==> src/logic/timer_combine_defs.vh <==
// constants for the shared timer function control block
// assumes a single 50 MHz clock and an 8-bit register port
`ifndef TIMER_COMBINE_DEFS_VH
`define TIMER_COMBINE_DEFS_VH

// register map
`define CTRL_ADDR 8'h01
`define CTRL_RESET 8'h00
`define CTRL_STOP_KEEP_MASK 8'h30

// field positions
`define MODE_BIT 7
`define PIN_SEL_BIT 6
`define COMBINE_HI 5
`define COMBINE_LO 4
`define SUBMODE_HI 3
`define SUBMODE_LO 2
`define INIT8_BIT 1
`define INIT16_BIT 0

// field codes
`define COMBINE_AND 2'h0
`define COMBINE_OR 2'h1
`define COMBINE_NOR 2'h2
`define COMBINE_NAND 2'h3
`define SUB_NORMAL 2'h0
`define SUB_ALTERNATE 2'h1
`define SUB_FORCE_LOW 2'h2
`define SUB_FORCE_HIGH 2'h3
`define EDGE_FALL 2'h0
`define EDGE_RISE 2'h1
`define EDGE_BOTH 2'h2
`define FILT_OFF 2'h0
`define FILT_SHORT 2'h1
`define FILT_LONG 2'h2

// glitch filter widths in clock cycles
`define FILT_SHORT_CYCLES 4'h4
`define FILT_LONG_CYCLES 4'h8

`endif

==> src/logic/timer_output_combine_demod_config.v <==
// shared control register and output/demod logic for the 8/16-bit timer pair
// assumes timer outputs, enable and demod input are synchronous to I_REF_CLK
// assumes software stops both timers before it flips the mode bit
`include "timer_combine_defs.vh"

module timer_output_combine_demod_config (
    // clock and reset
    input wire I_REF_CLK,
    input wire I_RESET_N,
    // register port
    input wire [7:0] I_ADDR,
    input wire [7:0] I_WDATA,
    input wire I_WR,
    input wire I_RD,
    output wire [7:0] O_RDATA,
    // power management
    input wire I_STOP_RECOVERY,
    // timer side
    input wire I_EIGHT_BIT_TIMER_OUT,
    input wire I_SIXTEEN_BIT_TIMER_OUT,
    input wire I_SIXTEEN_BIT_TIMER_RUN,
    // demodulator input
    input wire I_DEMOD_IN,
    // outputs
    output wire O_WIDE_TIMER_OUTPUT_PIN,
    output wire O_COMBINED_OUT,
    output wire O_ALTERNATING_ACTIVE,
    output wire O_DEMOD_MODE,
    output wire O_RISE_EDGE,
    output wire O_FALL_EDGE
);

    // filter threshold for a filter code; reserved code behaves as off
    // a zero limit lets a change through on its first differing sample
    function [3:0] filt_limit;
        input [1:0] code;
        begin
            case (code)
                `FILT_SHORT: filt_limit = `FILT_SHORT_CYCLES;
                `FILT_LONG: filt_limit = `FILT_LONG_CYCLES;
                default: filt_limit = 4'h0;
            endcase
        end
    endfunction

    // combine two timer outputs per the logic field
    function combine;
        input [1:0] code;
        input a;
        input b;
        begin
            case (code)
                `COMBINE_AND: combine = a & b;
                `COMBINE_OR: combine = a | b;
                `COMBINE_NOR: combine = ~(a | b);
                default: combine = ~(a & b);
            endcase
        end
    endfunction

    reg [7:0] ctrl_ff; // shared control register
    reg [7:0] nxt_ctrl;
    reg alt_ff; // alternating submode running
    reg nxt_alt;
    reg rise_flag_ff; // sticky rising edge flag
    reg fall_flag_ff; // sticky falling edge flag
    reg [7:0] rdata_ff; // read data, valid one cycle after strobe
    reg filt_ff; // filtered demod level
    reg filt_prev_ff; // filtered level one cycle ago
    reg [3:0] filt_cnt_ff; // cycles the raw input has disagreed
    reg wide_ff; // wide timer output pin
    reg comb_ff; // combined output
    reg rise_ff; // rising edge pulse
    reg fall_ff; // falling edge pulse
    reg wide_val; // next value of the wide output

    // address decode; only the one control register is mapped
    wire sel = (I_ADDR == `CTRL_ADDR);
    wire wr_ctrl = I_WR & sel;
    wire demod = ctrl_ff[`MODE_BIT];
    // shared fields change meaning with the mode bit
    wire [1:0] field54 = ctrl_ff[`COMBINE_HI:`COMBINE_LO];
    wire [1:0] field32 = ctrl_ff[`SUBMODE_HI:`SUBMODE_LO];
    wire [1:0] wr_sub = I_WDATA[`SUBMODE_HI:`SUBMODE_LO];
    // edge detector qualified by code; reserved code detects nothing
    wire rise_det = demod & filt_ff & ~filt_prev_ff &
        ((field54 == `EDGE_RISE) | (field54 == `EDGE_BOTH));
    wire fall_det = demod & ~filt_ff & filt_prev_ff &
        ((field54 == `EDGE_FALL) | (field54 == `EDGE_BOTH));

    // register write decode, stop recovery and alternating state
    always @* begin
        nxt_ctrl = ctrl_ff;
        nxt_alt = alt_ff;
        if (I_STOP_RECOVERY) begin
            // combine field is kept, everything else returns to reset
            // a write in the same cycle is lost apart from its edge flag clears; recovery wins
            nxt_ctrl = (ctrl_ff & `CTRL_STOP_KEEP_MASK) |
                (`CTRL_RESET & ~`CTRL_STOP_KEEP_MASK);
            nxt_alt = 1'b0;
        end else if (wr_ctrl) begin
            if (demod && I_WDATA[`MODE_BIT]) begin
                // low bits are edge flags here; keep the stored initial levels
                nxt_ctrl = {I_WDATA[7:2], ctrl_ff[1:0]};
            end else begin
                nxt_ctrl = I_WDATA;
            end
            // submode meaning applies only for a transmit-mode write
            if (!I_WDATA[`MODE_BIT]) begin
                if (wr_sub == `SUB_ALTERNATE) begin
                    nxt_alt = 1'b1;
                end else begin
                    nxt_alt = 1'b0;
                end
            end else begin
                nxt_alt = 1'b0;
            end
        end
    end

    // wide output: forced, held inverted while idle, or timer output
    // forced codes ignore the run level so the pin can be parked
    always @* begin
        case (field32)
            `SUB_FORCE_LOW: wide_val = 1'b0;
            `SUB_FORCE_HIGH: wide_val = 1'b1;
            default: begin
                if (I_SIXTEEN_BIT_TIMER_RUN) begin
                    wide_val = I_SIXTEEN_BIT_TIMER_OUT;
                end else begin
                    wide_val = ~ctrl_ff[`INIT16_BIT];
                end
            end
        endcase
    end

    // control state and register read
    // read data drops back to zero so a stale value is never taken twice
    always @(posedge I_REF_CLK or negedge I_RESET_N) begin
        if (!I_RESET_N) begin
            ctrl_ff <= `CTRL_RESET;
            alt_ff <= 1'b0;
            rdata_ff <= 8'h00;
        end else begin
            ctrl_ff <= nxt_ctrl;
            alt_ff <= nxt_alt;
            if (I_RD && sel) begin
                // demod mode shows the edge flags in the low bits
                rdata_ff <= demod ? {ctrl_ff[7:2], rise_flag_ff, fall_flag_ff} : ctrl_ff;
            end else begin
                rdata_ff <= 8'h00;
            end
        end
    end

    // glitch filter: a change passes once it outlasts the limit
    // the count restarts whenever the raw input agrees again, so only
    // an unbroken run of the new level is accepted
    // the limit follows the filter code live; change it only while idle
    always @(posedge I_REF_CLK or negedge I_RESET_N) begin
        if (!I_RESET_N) begin
            filt_ff <= 1'b0;
            filt_prev_ff <= 1'b0;
            filt_cnt_ff <= 4'h0;
        end else begin
            filt_prev_ff <= filt_ff;
            if (I_DEMOD_IN == filt_ff) begin
                filt_cnt_ff <= 4'h0; // glitch ended, start over
            end else if (filt_cnt_ff >= filt_limit(field32)) begin
                filt_ff <= I_DEMOD_IN;
                filt_cnt_ff <= 4'h0;
            end else begin
                filt_cnt_ff <= filt_cnt_ff + 4'h1;
            end
        end
    end

    // sticky edge flags; a new edge wins over a same-cycle clear
    // software clears a flag by writing a one to it in demod mode
    always @(posedge I_REF_CLK or negedge I_RESET_N) begin
        if (!I_RESET_N) begin
            rise_flag_ff <= 1'b0;
            fall_flag_ff <= 1'b0;
        end else begin
            if (rise_det) begin
                rise_flag_ff <= 1'b1;
            end else if (wr_ctrl && demod && I_WDATA[`INIT8_BIT]) begin
                rise_flag_ff <= 1'b0;
            end
            if (fall_det) begin
                fall_flag_ff <= 1'b1;
            end else if (wr_ctrl && demod && I_WDATA[`INIT16_BIT]) begin
                fall_flag_ff <= 1'b0;
            end
        end
    end

    // registered outputs
    // the combined output uses the same wide level that feeds the pin
    // edge pulses come one edge after the edge detector fires
    always @(posedge I_REF_CLK or negedge I_RESET_N) begin
        if (!I_RESET_N) begin
            wide_ff <= 1'b0;
            comb_ff <= 1'b0;
            rise_ff <= 1'b0;
            fall_ff <= 1'b0;
        end else begin
            // outputs idle low in demod mode; timers are then capturing
            wide_ff <= demod ? 1'b0 : wide_val;
            comb_ff <= demod ? 1'b0 :
                combine(field54, I_EIGHT_BIT_TIMER_OUT, wide_val);
            rise_ff <= rise_det;
            fall_ff <= fall_det;
        end
    end

    // ports come straight from the flip-flops above
    assign O_RDATA = rdata_ff;
    assign O_WIDE_TIMER_OUTPUT_PIN = wide_ff;
    assign O_COMBINED_OUT = comb_ff;
    assign O_ALTERNATING_ACTIVE = alt_ff;
    assign O_DEMOD_MODE = ctrl_ff[`MODE_BIT];
    assign O_RISE_EDGE = rise_ff;
    assign O_FALL_EDGE = fall_ff;

endmodule

==> config.mk <==
export PLATFORM = sky130hd
export DESIGN_NAME = timer_output_combine_demod_config
export DESIGN_NICKNAME = d
export VERILOG_FILES = /design/src/logic/timer_output_combine_demod_config.v
export VERILOG_INCLUDE_DIRS = /design/src /design/src/logic
export SDC_FILE = /design/constraint.sdc
export NUM_CORES = 1
export LEC_CHECK = 0
export ABC_AREA = 1
export BUFFER_PORTS_ARGS = -buffer_cell sky130_fd_sc_hd__buf_4
export CORE_MARGIN = 1.5
export CORE_UTILIZATION = 35
export DETAILED_ROUTE_END_ITERATION = 12
export GPL_ROUTABILITY_DRIVEN = 0
export PLACE_DENSITY = 0.6
export SYNTH_ARGS = -nofsm -noshare
export SYNTH_HDL_FRONTEND = slang
export SYNTH_SLANG_ARGS = --single-unit
==> constraint.sdc <==
create_clock -name I_REF_CLK -period 2.3 [get_ports I_REF_CLK]
set_input_delay 0.115 -clock I_REF_CLK [delete_from_list [all_inputs] [get_ports I_REF_CLK]]
set_output_delay 0.115 -clock I_REF_CLK [all_outputs]
set_load 0.005 [all_outputs]
==> impl_metrics.py <==
metrics = {
    "detailed_routing": {
        "via_count": 1072,
        "drtIter0Drc": 26,
        "vias_per_cell": 4.38,
        "route.detailed.drc": 0,
        "drt-total-wl_um": 2690,
        "wl_per_cell_um": 11.0,
        "antenna_left": 0,
        "drtPass1Iterations": 4,
    },
    "place": {
        "dp_hpwl_um": 2150,
        "port_buffers": 38,
        "pre_cts_ws_ps": 785,
        "place_inst": 236,
    },
    "logic_synthesis": {
        "yosys.area_share.adder_pct": 7.35,
        "netlist_area_um2": 1360,
        "synthSimpleGateAreaFrac_pct": 26.1,
        "synth_xor_area_share_pct": 1.29,
        "synth_largest_area_cell": "dfrtp_1",
        "synth_warnings": 0,
        "synth-edff-count": 0,
        "yosys-top-cells-area": "dfrtp_1, nand2_1, ha_1, inv_1, nor2_1",
        "synth_most_common_cell": "nand2_1",
        "yosys-top-cells-count": "nand2_1, dfrtp_1, inv_1",
        "synth_flop_cell": "dfrtp_1",
        "synth-compound-area-share_pct": 4.23,
        "ys_ff_latch": 29,
        "synth_cells": 151,
        "syn_nets": 184,
        "synth_top_family_by_area": "simple AND/OR/NAND/NOR gates",
        "yosysSeqAreaShare_pct": 53.3,
        "synth_async_sr_flop_share_pct": 100,
        "synth.area.mux_share_pct": 0.827,
        "ys_types": 23,
        "yosys.area.top_type_share_pct": 53.3,
        "avgSynthCellArea_um2": 9.02,
    },
    "min_path": {
        "hold_path_depth": 3,
        "min_path_type": "in2reg",
    },
    "sta": {
        "final.setup_skew_ps": 7.20,
        "setup_viol": 0,
        "period_minus_slack_ps": 1520,
        "fin_crit_sh_pct": 66.0,
        "fmax_ghz": 0.659,
        "max_slew.worst_pin.slew_ps": 348,
        "slew_violations": 0,
        "final-hold-violation-count": 0,
        "relSlewSlack_pct": 76.8,
        "rsz0062_at_grt": "no",
        "fin_ws_ps": 783,
        "tns_ps": 0,
    },
    "worst_setup_path": {
        "startpoint_type": "register",
        "required_ps": 2450,
        "crit_path_cell_trace": "inv_1, nand2_1, ha_1, nand2_1, nand2_1, mux2_2",
        "slowest_stage": "dfrtp_1",
        "cpMostUsedCell": "nand2_1",
        "worstPathMaxFanout": 5,
        "critical_path_depth": 6,
        "critical_path_class": "reg2reg",
        "worst_path_largest_cell_delay_ps": 360,
        "arrival_ps": 1670,
        "critPathBufInv": 1,
        "rr_worst_depth": 6,
        "crit_family": "flip-flops",
        "cp-end-kind": "register",
    },
    "cts": {
        "cts_made_buffers": 5,
        "clockBufferDepth": 2,
        "clkTransAtPathRegs_ps": 60,
        "cts_sinks": 29,
        "cts_tree": "built",
        "cts.htree.levels": 2,
        "clock_latency_ps": 270,
        "cts_root_buf": "clkbuf_8",
    },
    "layout": {
        "finish.utilization_pct": 48.5,
        "layout.cells.non_filler": 245,
        "multiInputGateArea_um2": 542,
        "drive_gt1_share_pct": 24.9,
        "ff_latch_area_um2": 726,
        "final_nets": 229,
        "diodes": 0,
        "syn2layout_area_growth_pct": 31.4,
        "fillerInstances": 375,
    },
    "pwr": {
        "total_power_w": 0.000984,
        "power_density_nw_per_um2": 550,
        "p_leak_nw": 0.942,
        "vdd_drop_max_v": 0.000288,
    },
    "grt": {
        "grt_first_pass_wirelength_um": 4710,
        "grt_pass1_vias": 1085,
        "grt_use_total_pct": 14.5,
        "antenna_found_initial": 0,
        "gr-total-overflow": 0,
        "grt_max_degree": 30,
    },
    "floorplan": {
        "row_count": 22,
        "core-area_um2": 3690,
        "dieArea_um2": 4270,
        "pin_count": 39,
        "die_y_um": 65.4,
        "initial_core_util_pct": 36.9,
        "die_w_um": 65.4,
    },
    "flow_run": {
        "cap_violations": 0,
    },
    "status": {
        "status": "complete, no violations",
    },
}
==> cell usage in the layout (no fill, tap or decap) <==
master and n:
a21o_1 1, a21oi_1 3, buf_4 38, clkbuf_1 3
clkbuf_8 5, dfrtp_1 29, dlygate4sd3_1 1, ha_1 8
inv_1 22, inv_2 1, mux2_2 1, nand2_1 32
nand2_2 1, nand3_1 9, nand3b_1 2, nand4_1 5
nor2_1 20, nor2_2 1, nor2_8 1, nor3_1 2
nor3b_1 1, nor4_1 1, nor4_2 1, o21ai_0 6
o21ai_1 1, xnor2_1 2
==> logic make-up after synthesis <==
| kind of cell | after synthesis |
|---|---|
| buf+inv | 24 |
| flops | 29 |
| mux | 1 |
| simple gates | 76 |
| fa+ha+maj | 8 |
| compound gates | 11 |
| xor+xnor | 2 |
==> area by class of cell <==
class	count	share of cell area, %
sequential	29	40.6
multi-input combinational	98	30.3
timing repair buffer	39	16.5
inverter	23	4.83
clock buffer	8	4.48
tap	48	3.36
==> layer usage <==
layer / track usage [%] / share of wire (%) / up-vias
met5: 0 / 0 / -
met4: 4.69 / 1.2 / 0
met3: 5.14 / 7.1 / 4
met2: 23.3 / 46 / 34
met1: 18.3 / 45 / 468
li1: - / - / 566
==> worst paths after layout <==
check                             start           end  slack, ps
setup / recovery             ctrl_ff[2]       filt_ff        780
hold / removal               I_WDATA[5]    ctrl_ff[5]         50
setup reg to reg             ctrl_ff[2]       filt_ff        780
hold reg to reg            rise_flag_ff  rise_flag_ff        480
max in group asynchronous     I_RESET_N    O_RDATA[4]       1740
min in group asynchronous     I_RESET_N    O_RDATA[0]        300
==> timing repair <==
item                                    4_1_cts  5_1_grt
endpoints found under the setup margin        0        0
buffers inserted                              0        0
hold buffers                                  1        0
resized for setup                             0        0
hold endpoints to repair                     29        0
==> state kept, by name, indices dropped and copies added, names as in the netlist <==
signal and count:
O_RDATA 8, ctrl_ff 8, filt_cnt_ff 4, O_ALTERNATING_ACTIVE 1, O_COMBINED_OUT 1, O_FALL_EDGE 1
O_RISE_EDGE 1, O_WIDE_TIMER_OUTPUT_PIN 1, fall_flag_ff 1, filt_ff 1, filt_prev_ff 1, rise_flag_ff 1
==> power by group <==
group / leakage, nW / switching [W] / internal, W / total [W]
clock network: 0.0395 / 0.000163 / 0.000214 / 0.000376
logic: 0.523 / 0.0000428 / 0.0000430 / 0.0000858
registers: 0.379 / 0.00000402 / 0.000517 / 0.000521
==> worst register-to-register path, cell delays in order (launching register included) <==
cell and delay (ps):
dfrtp_1 360, inv_1 100, nand2_1 120, ha_1 290, nand2_1 50, nand2_1 140, mux2_2 350
==> metrics by stage <==
stage / cell area [µm²] / hold slack [ps]
6_report: 1790 / 48.6
5_1_grt: 1790 / 43.2
4_1_cts: 1790 / 47.8
3_5_place_dp: 1700 / 55.1
3_3_place_gp: 1700 / 55.7
2_1_floorplan: 1360 / -181
(Power assumes the default switching activity.)
